--- config.mk ---
export PLATFORM = sky130hd
export DESIGN_NAME = tc8_timer
export DESIGN_NICKNAME = d
export VERILOG_FILES = /design/src/verilog/tc8_pkg.sv /design/src/verilog/tc8_timer.sv
export VERILOG_INCLUDE_DIRS = /design/src /design/src/verilog
export SDC_FILE = /design/constraint.sdc
export NUM_CORES = 1
export LEC_CHECK = 0
export CAP_MARGIN = 20
export CORE_ASPECT_RATIO = 1.5
export CORE_MARGIN = 3
export CORE_UTILIZATION = 35
export CTS_CLUSTER_DIAMETER = 100
export DETAILED_ROUTE_END_ITERATION = 10
export DONT_BUFFER_PORTS = 1
export SYNTH_ARGS = -nofsm -noshare
export SYNTH_HDL_FRONTEND = slang
export SYNTH_SLANG_ARGS = --single-unit
export TNS_END_PERCENT = 1
--- constraint.sdc ---
create_clock -name clk_sys -period 2.6 [get_ports clk_sys]
set_input_delay 0.39 -clock clk_sys [delete_from_list [all_inputs] [get_ports clk_sys]]
set_output_delay 0.39 -clock clk_sys [all_outputs]
set_load 0.01 [all_outputs]
--- src/verilog/tc8_cfg.svh ---
// named offsets, field positions, codes and divider masks of the 8-bit timer
// assumes inclusion by bare name from the timer module and the bench
`ifndef TC8_CFG_SVH
`define TC8_CFG_SVH
// register offsets on the plain register port
`define TC8_ADDR_W       4
`define TC8_OFF_CTRLA    4'h0
`define TC8_OFF_CTRLB    4'h1
`define TC8_OFF_CNT      4'h2
`define TC8_OFF_CMPA     4'h3
`define TC8_OFF_CMPB     4'h4
`define TC8_OFF_FLAG     4'h5
`define TC8_OFF_MASK     4'h6
`define TC8_OFF_ASYNC    4'h7
// field positions
`define TC8_COMA_HI      7
`define TC8_COMA_LO      6
`define TC8_COMB_HI      5
`define TC8_COMB_LO      4
`define TC8_FOCA_BIT     7
`define TC8_FOCB_BIT     6
`define TC8_WGM2_BIT     3
`define TC8_ASYNC_BIT    5
`define TC8_BIT_OVF      0
`define TC8_BIT_MA       1
`define TC8_BIT_MB       2
`define TC8_FIELD_LO     0
`define TC8_WGML_HI      1
`define TC8_CS_HI        2
`define TC8_FLAGS_HI     2
// values
`define TC8_BOTTOM       8'h00
`define TC8_MAX          8'hff
`define TC8_ZERO8        8'h00
`define TC8_CS_OFF       3'h0
`define TC8_COM_NONE     2'h0
`define TC8_COM_TOGGLE   2'h1
`define TC8_COM_CLEAR    2'h2
`define TC8_COM_SET      2'h3
// waveform modes
`define TC8_WGM_NORMAL   3'h0
`define TC8_WGM_PCMAX    3'h1
`define TC8_WGM_CTC      3'h2
`define TC8_WGM_FASTMAX  3'h3
`define TC8_WGM_PCTOPA   3'h5
`define TC8_WGM_FASTTOPA 3'h7
// prescaler tap masks, divide by 1, 8, 32, 64, 128, 256, 1024
`define TC8_DIV1         10'h000
`define TC8_DIV8         10'h007
`define TC8_DIV32        10'h01f
`define TC8_DIV64        10'h03f
`define TC8_DIV128       10'h07f
`define TC8_DIV256       10'h0ff
`define TC8_DIV1024      10'h3ff
`define TC8_PRE_ONE      10'h001
`define TC8_CNT_ONE      8'h01
`endif

--- src/verilog/tc8_pkg.sv ---
// types shared by the 8-bit timer/counter
// includes nothing; the cfg header is pulled in by the module and bench
package tc8_pkg;
    typedef enum logic {TC8_UP = 1'b0, TC8_DOWN = 1'b1} tc8_dir_t;

    // register port request
    typedef struct packed {
        logic [3:0] addr;
        logic [7:0] wdata;
        logic       wr;
        logic       rd;
    } tc8_req_t;

    // whole state of the timer
    typedef struct packed {
        logic [9:0] pre;
        logic [7:0] cnt;
        logic [7:0] actA;
        logic [7:0] actB;
        logic [7:0] bufA;
        logic [7:0] bufB;
        logic [1:0] comA;
        logic [1:0] comB;
        logic [2:0] wgm;
        logic [2:0] cs;
        logic       asyncSel;
        logic [2:0] flags;
        logic [2:0] mask;
        tc8_dir_t   dir;
        logic       block;
        logic       waveA;
        logic       waveB;
        logic [2:0] irq;
        logic [7:0] rdData;
        logic       oscS1;
        logic       oscS2;
        logic       oscPrev;
    } tc8_state_t;
endpackage

--- src/verilog/tc8_timer.sv ---
// 8-bit timer/counter with two compare channels and register port
// assumes one clock clk_sys, async active-low reset, same-domain bus master
//
// Design decisions made here: the plain strobed port and the register addresses.
`timescale 1ns/1ps
`include "tc8_cfg.svh"

module tc8_timer (
    input  wire logic       clk_sys,    // system clock, 20 MHz
    input  wire logic       arst_n,     // async reset, active low
    input  wire logic [3:0] regAddr,    // register address
    input  wire logic [7:0] regWdata,   // write data
    input  wire logic       regWr,      // write strobe
    input  wire logic       regRd,      // read strobe
    input  wire logic [2:0] intAck,     // service pulses: b, a, overflow
    input  wire logic       oscPinIn,   // low frequency oscillator pin
    output logic      [7:0] regRdata,   // read data, cycle after strobe
    output logic      [2:0] irqReq,     // interrupt requests: b, a, overflow
    output logic            waveOutA,   // compare output a
    output logic            waveOutB    // compare output b
);
    tc8_pkg::tc8_state_t stReg;
    tc8_pkg::tc8_state_t stNext;
    tc8_pkg::tc8_req_t   req;

    logic       wrCnt;
    logic       isPwm;
    logic       isFast;
    logic       isPhase;
    logic       topIsA;
    logic [7:0] topVal;
    logic [9:0] divMask;
    logic       baseTick;
    logic       tick;
    logic       matchA;
    logic       matchB;
    logic       setA;
    logic       setB;
    logic       setOvf;
    logic       atTop;
    logic [2:0] wrClr;

    // -------------------------------------------------------------
    // output action of one channel
    // -------------------------------------------------------------
    function automatic logic actOut(input logic [1:0] com, input logic cur, input logic lvl);
        logic res;
        res = cur;
        if (com == `TC8_COM_TOGGLE) begin
            res = ~cur;
        end else if (com == `TC8_COM_CLEAR) begin
            res = lvl;
        end else if (com == `TC8_COM_SET) begin
            res = ~lvl;
        end
        return res;
    endfunction

    // -------------------------------------------------------------
    // mode decode and tick source
    // -------------------------------------------------------------
    // bus request bundled once for the state logic
    assign req = '{addr: regAddr, wdata: regWdata, wr: regWr, rd: regRd};
    assign wrCnt = req.wr && (req.addr == `TC8_OFF_CNT);
    assign isFast = (stReg.wgm == `TC8_WGM_FASTMAX) || (stReg.wgm == `TC8_WGM_FASTTOPA);
    assign isPhase = (stReg.wgm == `TC8_WGM_PCMAX) || (stReg.wgm == `TC8_WGM_PCTOPA);
    // reserved codes count as plain pwm so a stray write never drops buffering
    assign isPwm = (stReg.wgm != `TC8_WGM_NORMAL) && (stReg.wgm != `TC8_WGM_CTC);
    assign topIsA = (stReg.wgm == `TC8_WGM_CTC) || (stReg.wgm == `TC8_WGM_PCTOPA)
                    || (stReg.wgm == `TC8_WGM_FASTTOPA);
    assign topVal = topIsA ? stReg.actA : `TC8_MAX;
    assign atTop = (stReg.cnt == topVal);
    // async source: rising edge of the synchronised oscillator pin
    assign baseTick = stReg.asyncSel ? (stReg.oscS2 && !stReg.oscPrev) : 1'b1;

    // prescaler tap per clock select code
    always_comb begin
        unique case (stReg.cs)
            3'h1:    divMask = `TC8_DIV1;
            3'h2:    divMask = `TC8_DIV8;
            3'h3:    divMask = `TC8_DIV32;
            3'h4:    divMask = `TC8_DIV64;
            3'h5:    divMask = `TC8_DIV128;
            3'h6:    divMask = `TC8_DIV256;
            3'h7:    divMask = `TC8_DIV1024;
            default: divMask = `TC8_DIV1;
        endcase
    end

    assign tick = (stReg.cs != `TC8_CS_OFF) && baseTick && ((stReg.pre & divMask) == divMask);

    // -------------------------------------------------------------
    // compare and flag events
    // -------------------------------------------------------------
    assign matchA = (stReg.cnt == stReg.actA);
    assign matchB = (stReg.cnt == stReg.actB);
    // a pending counter write masks both channels for one tick
    assign setA = tick && matchA && !stReg.block;
    assign setB = tick && matchB && !stReg.block;
    assign setOvf = tick && (isPhase ? (stReg.dir == tc8_pkg::TC8_DOWN && stReg.cnt == `TC8_BOTTOM)
                                     : (isPwm ? atTop : stReg.cnt == `TC8_MAX));
    assign wrClr = (req.wr && req.addr == `TC8_OFF_FLAG) ? req.wdata[`TC8_FLAGS_HI:`TC8_FIELD_LO] : 3'h0;

    // -------------------------------------------------------------
    // next state
    // -------------------------------------------------------------
    always_comb begin
        stNext = stReg;
        // two-stage synchroniser, only the second stage is looked at
        stNext.oscS1 = oscPinIn;
        stNext.oscS2 = stReg.oscS1;
        stNext.oscPrev = stReg.oscS2;
        if (baseTick) begin
            stNext.pre = stReg.pre + `TC8_PRE_ONE;
        end

        // counting sequence
        if (tick) begin
            if (isPhase) begin
                if (stReg.dir == tc8_pkg::TC8_UP) begin
                    if (atTop) begin
                        stNext.dir = tc8_pkg::TC8_DOWN;
                        stNext.cnt = stReg.cnt - `TC8_CNT_ONE;
                    end else begin
                        stNext.cnt = stReg.cnt + `TC8_CNT_ONE;
                    end
                end else begin
                    if (stReg.cnt == `TC8_BOTTOM) begin
                        stNext.dir = tc8_pkg::TC8_UP;
                        stNext.cnt = stReg.cnt + `TC8_CNT_ONE;
                    end else begin
                        stNext.cnt = stReg.cnt - `TC8_CNT_ONE;
                    end
                end
            end else if (topIsA || isFast) begin
                stNext.cnt = atTop ? `TC8_ZERO8 : stReg.cnt + `TC8_CNT_ONE;
            end else begin
                stNext.cnt = stReg.cnt + `TC8_CNT_ONE;
            end
            // block lasts exactly until the tick after the write
            stNext.block = 1'b0;
        end

        // buffered compare values load only at top
        if (isPwm && tick && atTop) begin
            stNext.actA = stReg.bufA;
            stNext.actB = stReg.bufB;
        end

        // output waveforms
        if (isPwm) begin
            if (setA) begin
                stNext.waveA = actOut(stReg.comA, stReg.waveA, stReg.dir == tc8_pkg::TC8_DOWN);
            end
            if (setB) begin
                stNext.waveB = actOut(stReg.comB, stReg.waveB, stReg.dir == tc8_pkg::TC8_DOWN);
            end
            if (isFast && tick && atTop) begin
                stNext.waveA = actOut(stReg.comA, stReg.waveA, 1'b1);
                stNext.waveB = actOut(stReg.comB, stReg.waveB, 1'b1);
            end
        end else begin
            if (setA || (req.wr && req.addr == `TC8_OFF_CTRLB && req.wdata[`TC8_FOCA_BIT])) begin
                stNext.waveA = actOut(stReg.comA, stReg.waveA, 1'b0);
            end
            if (setB || (req.wr && req.addr == `TC8_OFF_CTRLB && req.wdata[`TC8_FOCB_BIT])) begin
                stNext.waveB = actOut(stReg.comB, stReg.waveB, 1'b0);
            end
        end

        // flags: hardware set beats software or service clear
        stNext.flags = (stReg.flags & ~(wrClr | intAck)) | {setB, setA, setOvf};

        // register writes
        if (req.wr) begin
            unique case (req.addr)
                `TC8_OFF_CTRLA: begin
                    stNext.comA = req.wdata[`TC8_COMA_HI:`TC8_COMA_LO];
                    stNext.comB = req.wdata[`TC8_COMB_HI:`TC8_COMB_LO];
                    stNext.wgm[1:0] = req.wdata[`TC8_WGML_HI:`TC8_FIELD_LO];
                end
                `TC8_OFF_CTRLB: begin
                    stNext.wgm[2] = req.wdata[`TC8_WGM2_BIT];
                    stNext.cs = req.wdata[`TC8_CS_HI:`TC8_FIELD_LO];
                end
                `TC8_OFF_CNT: begin
                    stNext.cnt = req.wdata;
                    stNext.block = 1'b1;
                end
                `TC8_OFF_CMPA: begin
                    stNext.bufA = req.wdata;
                    if (!isPwm) begin
                        stNext.actA = req.wdata;
                    end
                end
                `TC8_OFF_CMPB: begin
                    stNext.bufB = req.wdata;
                    if (!isPwm) begin
                        stNext.actB = req.wdata;
                    end
                end
                `TC8_OFF_MASK:  stNext.mask = req.wdata[`TC8_FLAGS_HI:`TC8_FIELD_LO];
                `TC8_OFF_ASYNC: stNext.asyncSel = req.wdata[`TC8_ASYNC_BIT];
                default: ;
            endcase
        end

        stNext.irq = stNext.flags & stNext.mask;

        // read data, valid only the cycle after the strobe
        stNext.rdData = `TC8_ZERO8;
        if (req.rd) begin
            unique case (req.addr)
                `TC8_OFF_CTRLA: stNext.rdData = {stReg.comA, stReg.comB, 2'h0, stReg.wgm[1:0]};
                `TC8_OFF_CTRLB: stNext.rdData = {4'h0, stReg.wgm[2], stReg.cs};
                `TC8_OFF_CNT:   stNext.rdData = stReg.cnt;
                `TC8_OFF_CMPA:  stNext.rdData = isPwm ? stReg.bufA : stReg.actA;
                `TC8_OFF_CMPB:  stNext.rdData = isPwm ? stReg.bufB : stReg.actB;
                `TC8_OFF_FLAG:  stNext.rdData = {5'h0, stReg.flags};
                `TC8_OFF_MASK:  stNext.rdData = {5'h0, stReg.mask};
                `TC8_OFF_ASYNC: stNext.rdData = {2'h0, stReg.asyncSel, 5'h0};
                default:        stNext.rdData = `TC8_ZERO8;
            endcase
        end
    end

    // -------------------------------------------------------------
    // state register
    // -------------------------------------------------------------
    always_ff @(posedge clk_sys or negedge arst_n) begin
        if (!arst_n) begin
            stReg <= '0;
        end else begin
            stReg <= stNext;
        end
    end

    assign regRdata = stReg.rdData;
    assign irqReq = stReg.irq;
    assign waveOutA = stReg.waveA;
    assign waveOutB = stReg.waveB;

    // -------------------------------------------------------------
    // checks
    // -------------------------------------------------------------
    a_stop_frozen: assert property (@(posedge clk_sys) disable iff (!arst_n)
        (stReg.cs == `TC8_CS_OFF && !wrCnt) |=> $stable(stReg.cnt))
        else $error("counter moved with clock select off");

    a_cnt_write_wins: assert property (@(posedge clk_sys) disable iff (!arst_n)
        wrCnt |=> (stReg.cnt == $past(regWdata)) && stReg.block)
        else $error("counter write lost");

    a_flag_a_set: assert property (@(posedge clk_sys) disable iff (!arst_n)
        (tick && matchA && !stReg.block) |=> stReg.flags[`TC8_BIT_MA])
        else $error("match a flag not set");

    a_write_blocks: assert property (@(posedge clk_sys) disable iff (!arst_n)
        (wrCnt && !stReg.flags[`TC8_BIT_MB] && !setB) ##1 (tick && matchB) |=> !stReg.flags[`TC8_BIT_MB])
        else $error("match after counter write not blocked");

    a_normal_wrap: assert property (@(posedge clk_sys) disable iff (!arst_n)
        (stReg.wgm == `TC8_WGM_NORMAL && tick && stReg.cnt == `TC8_MAX && !wrCnt)
        |=> (stReg.cnt == `TC8_BOTTOM) && stReg.flags[`TC8_BIT_OVF])
        else $error("normal mode wrap or overflow wrong");

    a_ctc_clear: assert property (@(posedge clk_sys) disable iff (!arst_n)
        (stReg.wgm == `TC8_WGM_CTC && tick && matchA && !wrCnt) |=> (stReg.cnt == `TC8_BOTTOM))
        else $error("ctc did not clear on match a");

    a_flag_clear: assert property (@(posedge clk_sys) disable iff (!arst_n)
        (wrClr[`TC8_BIT_MA] && !setA) |=> !stReg.flags[`TC8_BIT_MA])
        else $error("write one did not clear flag a");

    a_irq_gate: assert property (@(posedge clk_sys) disable iff (!arst_n)
        (stReg.flags[`TC8_BIT_OVF] && !stReg.mask[`TC8_BIT_OVF]) |-> !irqReq[`TC8_BIT_OVF])
        else $error("masked overflow raised request");

    a_buffer_hold: assert property (@(posedge clk_sys) disable iff (!arst_n)
        (isPwm && !(tick && atTop) && !(regWr && regAddr == `TC8_OFF_CTRLA)) |=> $stable(stReg.actA))
        else $error("active compare changed off top");

    // flag side: hardware set, service clear and zero writes
    a_flag_b_set: assert property (@(posedge clk_sys) disable iff (!arst_n)
        (tick && matchB && !stReg.block) |=> stReg.flags[`TC8_BIT_MB])
        else $error("match b flag not set");

    a_ack_clears: assert property (@(posedge clk_sys) disable iff (!arst_n)
        (intAck[`TC8_BIT_MA] && !setA) |=> !stReg.flags[`TC8_BIT_MA])
        else $error("service pulse did not clear flag a");

    a_irq_enabled: assert property (@(posedge clk_sys) disable iff (!arst_n)
        (stReg.flags[`TC8_BIT_MA] && stReg.mask[`TC8_BIT_MA]) |-> irqReq[`TC8_BIT_MA])
        else $error("enabled flag a raised no request");

    a_zero_keeps: assert property (@(posedge clk_sys) disable iff (!arst_n)
        (regWr && regAddr == `TC8_OFF_FLAG && !regWdata[`TC8_BIT_OVF] && !intAck[`TC8_BIT_OVF]
         && stReg.flags[`TC8_BIT_OVF]) |=> stReg.flags[`TC8_BIT_OVF])
        else $error("zero write disturbed overflow flag");

    // compare paths: direct in non-pwm, buffered and loaded at top in pwm
    a_direct_write: assert property (@(posedge clk_sys) disable iff (!arst_n)
        (!isPwm && regWr && regAddr == `TC8_OFF_CMPA) |=> (stReg.actA == $past(regWdata)))
        else $error("direct compare write did not land");

    a_buffer_write: assert property (@(posedge clk_sys) disable iff (!arst_n)
        (isPwm && regWr && regAddr == `TC8_OFF_CMPA && !(tick && atTop))
        |=> (stReg.bufA == $past(regWdata)) && $stable(stReg.actA))
        else $error("buffered compare write reached active value");

    a_top_load: assert property (@(posedge clk_sys) disable iff (!arst_n)
        (isPwm && tick && atTop) |=> (stReg.actA == $past(stReg.bufA)))
        else $error("buffer not loaded at top");

    // force strobe acts on the output only
    a_force_quiet: assert property (@(posedge clk_sys) disable iff (!arst_n)
        (!isPwm && !tick && regWr && regAddr == `TC8_OFF_CTRLB && regWdata[`TC8_FOCA_BIT]
         && !stReg.flags[`TC8_BIT_MA]) |=> $stable(stReg.cnt) && !stReg.flags[`TC8_BIT_MA])
        else $error("force touched counter or flag");

    a_force_clear: assert property (@(posedge clk_sys) disable iff (!arst_n)
        (!isPwm && regWr && regAddr == `TC8_OFF_CTRLB && regWdata[`TC8_FOCA_BIT]
         && stReg.comA == `TC8_COM_CLEAR) |=> !waveOutA)
        else $error("forced clear left output a high");

    a_com_none: assert property (@(posedge clk_sys) disable iff (!arst_n)
        (stReg.comA == `TC8_COM_NONE) |=> $stable(waveOutA))
        else $error("output a moved with no action selected");

    // count sequences that the simple checks above do not reach
    a_phase_turn: assert property (@(posedge clk_sys) disable iff (!arst_n)
        (isPhase && tick && stReg.dir == tc8_pkg::TC8_UP && atTop && !wrCnt)
        |=> (stReg.dir == tc8_pkg::TC8_DOWN) && (stReg.cnt == $past(stReg.cnt) - `TC8_CNT_ONE))
        else $error("phase correct count did not turn at top");

    a_phase_ovf: assert property (@(posedge clk_sys) disable iff (!arst_n)
        (isPhase && tick && stReg.dir == tc8_pkg::TC8_DOWN && stReg.cnt == `TC8_BOTTOM)
        |=> stReg.flags[`TC8_BIT_OVF])
        else $error("phase correct overflow missing at bottom");

    a_fast_ovf: assert property (@(posedge clk_sys) disable iff (!arst_n)
        (isFast && tick && atTop) |=> stReg.flags[`TC8_BIT_OVF])
        else $error("fast pwm overflow missing at top");

    // a quiet synchronised pin means no base tick in async mode
    a_osc_idle: assert property (@(posedge clk_sys) disable iff (!arst_n)
        (stReg.asyncSel && $stable(stReg.oscS2) && !wrCnt) |=> $stable(stReg.cnt))
        else $error("counter moved without oscillator edge");

    a_read_idle: assert property (@(posedge clk_sys) disable iff (!arst_n)
        !regRd |=> (regRdata == `TC8_ZERO8))
        else $error("read data outside its cycle");

    a_cnt_read: assert property (@(posedge clk_sys) disable iff (!arst_n)
        (regRd && regAddr == `TC8_OFF_CNT) |=> (regRdata == $past(stReg.cnt)))
        else $error("counter read returned wrong value");
endmodule

==> results.json, run 1 <==
{
  "syn_area_sq_mm": 0.00493,
  "grt_pass1_wl_mm": 22.0,
  "drt-pass1-iter-count": 5,
  "pwr-share-seq": 0.412,
  "p_sw_frac": 0.365,
  "avgRoutedWirePerCell_microns": 20.3,
  "fin_total_pwr_uw": 5020,
  "path_max_fanout": 8,
  "globalRouteOverflowTotal": 0,
  "synth.yosys.warnings": 0,
  "ys_types": 67,
  "setup_viol": 0,
  "synth_common_cells": "dfrtp_1 (85), nand2_1 (62), nor2_1 (42)",
  "endpoint_kind": "flop",
  "synth_edf_count": 0,
  "fill_cells": 1354,
  "clkLatencyLatePin_ns": 0.35,
  "final-instance-count-excl-fill": 683,
  "p_comb_frac": 0.304,
  "setup_ws_ns": 0.109,
  "dr_total_vias": 3988,
  "initialDrtViolationCount": 267,
  "post-route-min-period_ns": 2.49,
  "grt_max_degree": 86,
  "wirelength_mm": 13.9,
  "syn_avg_cell_area_sq_um": 9.45,
  "tightest_slew_ns": 0.597,
  "arrival_ns": 2.74,
  "ios": 33,
  "cp_data_required_time_ns": 2.85,
  "synth_nets": 546,
  "clock_path_buffers": 2,
  "yosysSeqAreaShare": 0.431,
  "synth_most_common_cell": "dfrtp_1",
  "crit_path_start_kind": "flop",
  "internal_power_uw": 3190,
  "tns_ns": 0,
  "numCtsBuffers": 9,
  "cts.sinks": 85,
  "maxCapViolations": 0,
  "critical_path_class": "reg2reg",
  "area_growth_pct": 10.9,
  "route.detailed.drc": 0,
  "die_y_microns": 151,
  "first_global_vias": 4034,
  "outcome": "completed",
  "core-area_sq_mm": 0.0137,
  "place_ws_ns": 0.0825,
  "p_leak_uw": 0.00235,
  "grt_use_met3": 0.0346,
  "irDropWorstVdd_v": 0.000376,
  "use_met1": 0.210,
  "drive_above_1_share": 0.165,
  "gr-max-usage-layer": "met2",
  "dp_hpwl_mm": 10.3,
  "fin_crit_sh": 0.958,
  "final_net_count": 540,
  "row_count": 52,
  "track_usage": 0.187,
  "whs_ns": 0.0721,
  "cts_tree": "done",
  "synthArstFlopShare": 1.00,
  "ys.flop_type": "dfrtp_1",
  "netlist_instances": 522,
  "ys_seq_elements": 85,
  "rsz0062_at_grt": "yes",
  "num_antenna_cells": 0,
  "design.die.area_sq_mm": 0.0156,
  "max-slew-margin-rel": 0.602,
  "clkTransAtPathRegs_ns": 0.07,
  "power.density_mw_per_mm2": 918,
  "dp.cells": 663,
  "drtAntennaViolNets": 0,
  "finClkSkew_ns": 0.0105,
  "portBuffers": 0,
  "slew_violations": 0,
  "dieWidth_microns": 103,
  "power.switching_uw": 1830,
  "yosys.area.top_type": "dfrtp_1",
  "finalHoldViolCount": 0,
  "use_met2": 0.322,
  "viasPerCell": 5.84,
  "min_path_type": "in2reg",
  "antenna_found_initial": 0,
  "root_buffer": "clkbuf_16",
  "synth_top_area_frac": 0.431,
  "initial_utilization": 0.361,
  "pwr-share-clk": 0.284,
  "synth.area.top_cells": "dfrtp_1 (43%), mux2_2 (6.8%), mux2i_1 (4.9%), nand2_1 (4.7%), a21oi_1 (3.7%)",
  "htreeDepth": 3,
  "fmax_ghz": 0.401,
  "place_congestion": 0.922
}
-- layout make-up --
class	count	area (sq um)	area share
Multi-Input combinational cell	381	2540	0.464
Sequential cell	85	2130	0.389
Clock buffer	9	225	0.0412
Timing Repair Buffer	24	215	0.0393
Tap cell	162	203	0.0371
Clock inverter	7	103	0.0188
Inverter	15	56.3	0.0103
-- power groups by stage --
stage	Sequential (uW)	Clock, uW	Combinational (uW)
after floorplan	1880	0	1240
after global placement	2070	0	1450
after detailed placement	2080	0	1480
after CTS	2060	1450	1520
after global routing	2110	1500	1700
final	2070	1430	1530
-- cell families (layout without fill, tap and decap cells) --
logic type               Yosys count  count (layout)  share of synthesized area
AND/OR/NAND/NOR                  195             195                      0.204
XOR/XNOR                          21              21                     0.0373
multiplexers                      56              56                      0.122
flip-flops                        85              85                      0.431
buffers and inverters             56              55                     0.0560
AO/OA/AOI/OAI                    105             105                      0.140
adder cells (fa/ha/maj)            4               4                     0.0101
-- critical path, cell delays in order (launching register included) --
cell      delay [ns]
dfrtp_2         0.45
inv_1           0.17
o2111a_1        0.33
a311o_1         0.39
nor3b_4         0.19
buf_4           0.17
a311oi_2        0.28
a211oi_1        0.12
a221oi_1        0.28
-- layout by cell type (no fill, tap or decap), drive strengths merged, types with 11 or more instances in the layout --
cell | synthesis | final
a21oi | 36 | 36
a31oi | 11 | 11
buf | 23 | 23
dfrtp | 85 | 85
inv | 15 | 18
mux2 | 32 | 32
mux2i | 24 | 24
nand2 | 62 | 62
nand2b | 11 | 11
nand3 | 22 | 22
nand4 | 11 | 11
nor2 | 43 | 43
o21ai | 19 | 19
xor2 | 14 | 14
-- final timing paths --
kind,endpoint,slack (ns),cells after the start,from
setup reg to reg,waveOutB,0.11,8,stReg[72]
hold reg to reg,stNext[0],0.35,0,stNext[1]
setup / recovery,waveOutB,0.11,8,stReg[72]
min in group asynchronous,regRdata[3],0.63,2,arst_n
hold / removal,stNext[1],0.07,0,oscPinIn
max in group asynchronous,stReg[72],1.62,2,arst_n
-- metrics by stage --
step / utilization / cell area [sq um]
after detailed placement: 0.371 / 5070
after CTS: 0.398 / 5430
after global routing: 0.400 / 5470
final: 0.400 / 5470
after floorplan: - / 4930
after global placement: 0.371 / 5070
-- per-layer routing --
layer	wire, microns	up-vias	share of wire
li1	-	1825	-
met1	5090	1956	0.37
met2	7240	157	0.52
met3	755	50	0.054
met4	802	0	0.058
met5	0	-	0
-- what timing repair did --
action	CTS	global route
buffers inserted	0	2
hold endpoints to repair	85	0
hold buffers	2	0
setup endpoints to repair	0	24
gates resized for setup	0	3
-- sequential cells by signal, summed over array words and instances, names as in the netlist --
register	count
waveOutA	1
stNext	2
waveOutB	1
irqReq	3
stReg	70
regRdata	8
Note: power is estimated with default switching activity, not from simulation.
==> run 2: changes to the inputs <==
==> constraint.sdc (replaced) <==
create_clock -name clk_sys -period 2.6 [get_ports clk_sys]
set_input_delay 0.65 -clock clk_sys [delete_from_list [all_inputs] [get_ports clk_sys]]
set_output_delay 0.65 -clock clk_sys [all_outputs]
set_load 0.01 [all_outputs]
==> results.json, run 2 (synthesis results as in run 1) <==
{
  "dp_hpwl_mm": 10.6,
  "root_buffer": "clkbuf_16",
  "rsz0062_at_grt": "no",
  "globalRouteOverflowTotal": 0,
  "reg2reg_from": "stReg[70]",
  "viasPerCell": 5.69,
  "p_sw_frac": 0.354,
  "max-slew-margin-rel": 0.529,
  "r2r_end": "waveOutA",
  "use_met1": 0.221,
  "worst_r2r_path_depth": 9,
  "endpoint_kind": "flop",
  "ios": 33,
  "cts_tree": "done",
  "use_met2": 0.331,
  "cp-startpoint": "stReg[70]",
  "fin_crit_sh": 0.970,
  "final-instance-count-excl-fill": 684,
  "irDropWorstVdd_v": 0.000401,
  "drive_above_1_share": 0.180,
  "route.detailed.drc": 0,
  "min_path_type": "in2async",
  "die_y_microns": 151,
  "dieWidth_microns": 103,
  "path_max_fanout": 9,
  "fmax_ghz": 0.396,
  "place_ws_ns": -0.0506,
  "place_congestion": 0.946,
  "grt_max_degree": 64,
  "clock_path_buffers": 2,
  "slew_violations": 0,
  "setup_viol": 0,
  "dr_total_vias": 3893,
  "grt_use_met3": 0.0323,
  "finalHoldViolCount": 0,
  "final_common_cell": "dfrtp_1",
  "gr-max-usage-layer": "met2",
  "final_net_count": 541,
  "arrival_ns": 2.74,
  "first_global_vias": 3937,
  "htreeDepth": 3,
  "critical_path_class": "reg2reg",
  "num_antenna_cells": 0,
  "final_cell_mix": "dfrtp_1 (80), nand2_1 (62), nor2_1 (42), a21oi_1 (36), mux2_2 (30)",
  "outcome": "completed",
  "cp_data_required_time_ns": 2.82,
  "internal_power_uw": 3310,
  "area_growth_pct": 11.9,
  "setup_ws_ns": 0.0770,
  "design.die.area_sq_mm": 0.0156,
  "crit_path_start_kind": "flop",
  "power.switching_uw": 1810,
  "power.density_mw_per_mm2": 927,
  "track_usage": 0.192,
  "rrSetupSlack_ns": 0.08,
  "drt-pass1-iter-count": 4,
  "wirelength_mm": 14.1,
  "finClkSkew_ns": 0.00818,
  "dp.cells": 665,
  "cts.sinks": 85,
  "numCtsBuffers": 9,
  "initial_utilization": 0.361,
  "p_leak_uw": 0.00235,
  "post-route-min-period_ns": 2.52,
  "pwr-share-clk": 0.291,
  "avgRoutedWirePerCell_microns": 20.7,
  "clkLatencyLatePin_ns": 0.34,
  "grt_pass1_wl_mm": 22.3,
  "clkTransAtPathRegs_ns": 0.06,
  "p_comb_frac": 0.298,
  "portBuffers": 0,
  "fin_total_pwr_uw": 5120,
  "largest_reg_flops": 70,
  "largest-register": "stReg",
  "tightest_slew_ns": 0.704,
  "core-area_sq_mm": 0.0137,
  "row_count": 52,
  "antenna_found_initial": 0,
  "initialDrtViolationCount": 299,
  "maxCapViolations": 0,
  "pwr-share-seq": 0.412,
  "drtAntennaViolNets": 0
}
-- run 2: changes by cell type in the layout (fill, tap and decap cells not counted), sizes merged --
cell	delta
buf	+2
clkbuf	+1
clkinvlp	+1
clkinv	-2
inv	-1
dlygate4sd3	-1
bufinv	+1
-- run 2: area by class of cell --
cell class / instances / area, sq um
fill: 1344 / 8140
multi-input combinational: 381 / 2550
sequential: 85 / 2130
timing repair buffer: 25 / 233
clock buffer: 10 / 229
tap: 162 / 203
clock inverter: 6 / 118
inverter: 15 / 56.3
-- run 2: power by group through the flow --
stage | clock (uW) | combinational [uW] | sequential [uW]
after global placement | 0 | 1440 | 2100
after detailed placement | 0 | 1470 | 2110
after CTS | 1520 | 1510 | 2080
after global routing | 1560 | 1710 | 2150
final | 1490 | 1520 | 2110
after floorplan | 0 | 1240 | 1880
-- run 2: worst max-delay path, stage by stage (launching register included) --
cell and delay [ns]:
dfrtp_2 0.47, buf_4 0.18, nand2b_1 0.06, o2111a_2 0.19, a311o_1 0.40, nor3b_4 0.17, buf_12 0.15, a311oi_2 0.26
mux2i_1 0.26, o2bb2a_1 0.25
-- run 2: worst max-delay path by stage --
stage	to	slack [ns]
4_1_cts	waveOutA	0.01
5_1_grt	stReg[55]	0.008
3_3_place_gp	waveOutA	0.03
3_5_place_dp	waveOutA	-0.05
6_report	waveOutA	0.08
2_1_floorplan	stReg[69]	0.30
-- run 2: through the flow --
step / instance area [sq um] / utilization / hold WS [ns] / setup TNS, ns
4_1_cts: 5480 / 0.401 / 0.124 / 0
3_3_place_gp: 5080 / 0.372 / 0.337 / 0
5_1_grt: 5520 / 0.404 / 0.128 / 0
6_report: 5520 / 0.404 / 0.129 / 0
2_1_floorplan: 4930 / - / 0.331 / 0
3_5_place_dp: 5080 / 0.372 / 0.336 / -0.0506
-- run 2: metal layers --
metal / wire length, microns / vias up
li1: - / 1840
met3: 596 / 35
met4: 722 / 0
met5: 0 / -
met1: 5350 / 1922
met2: 7460 / 96
-- run 2: what timing repair did --
action	in CTS	in global routing
gates cloned	0	0
resized for setup	1	9
endpoints found under the hold margin	63	0
pin swaps	0	1
setup endpoints to repair	1	22
buffers inserted	0	1
hold buffers	2	0
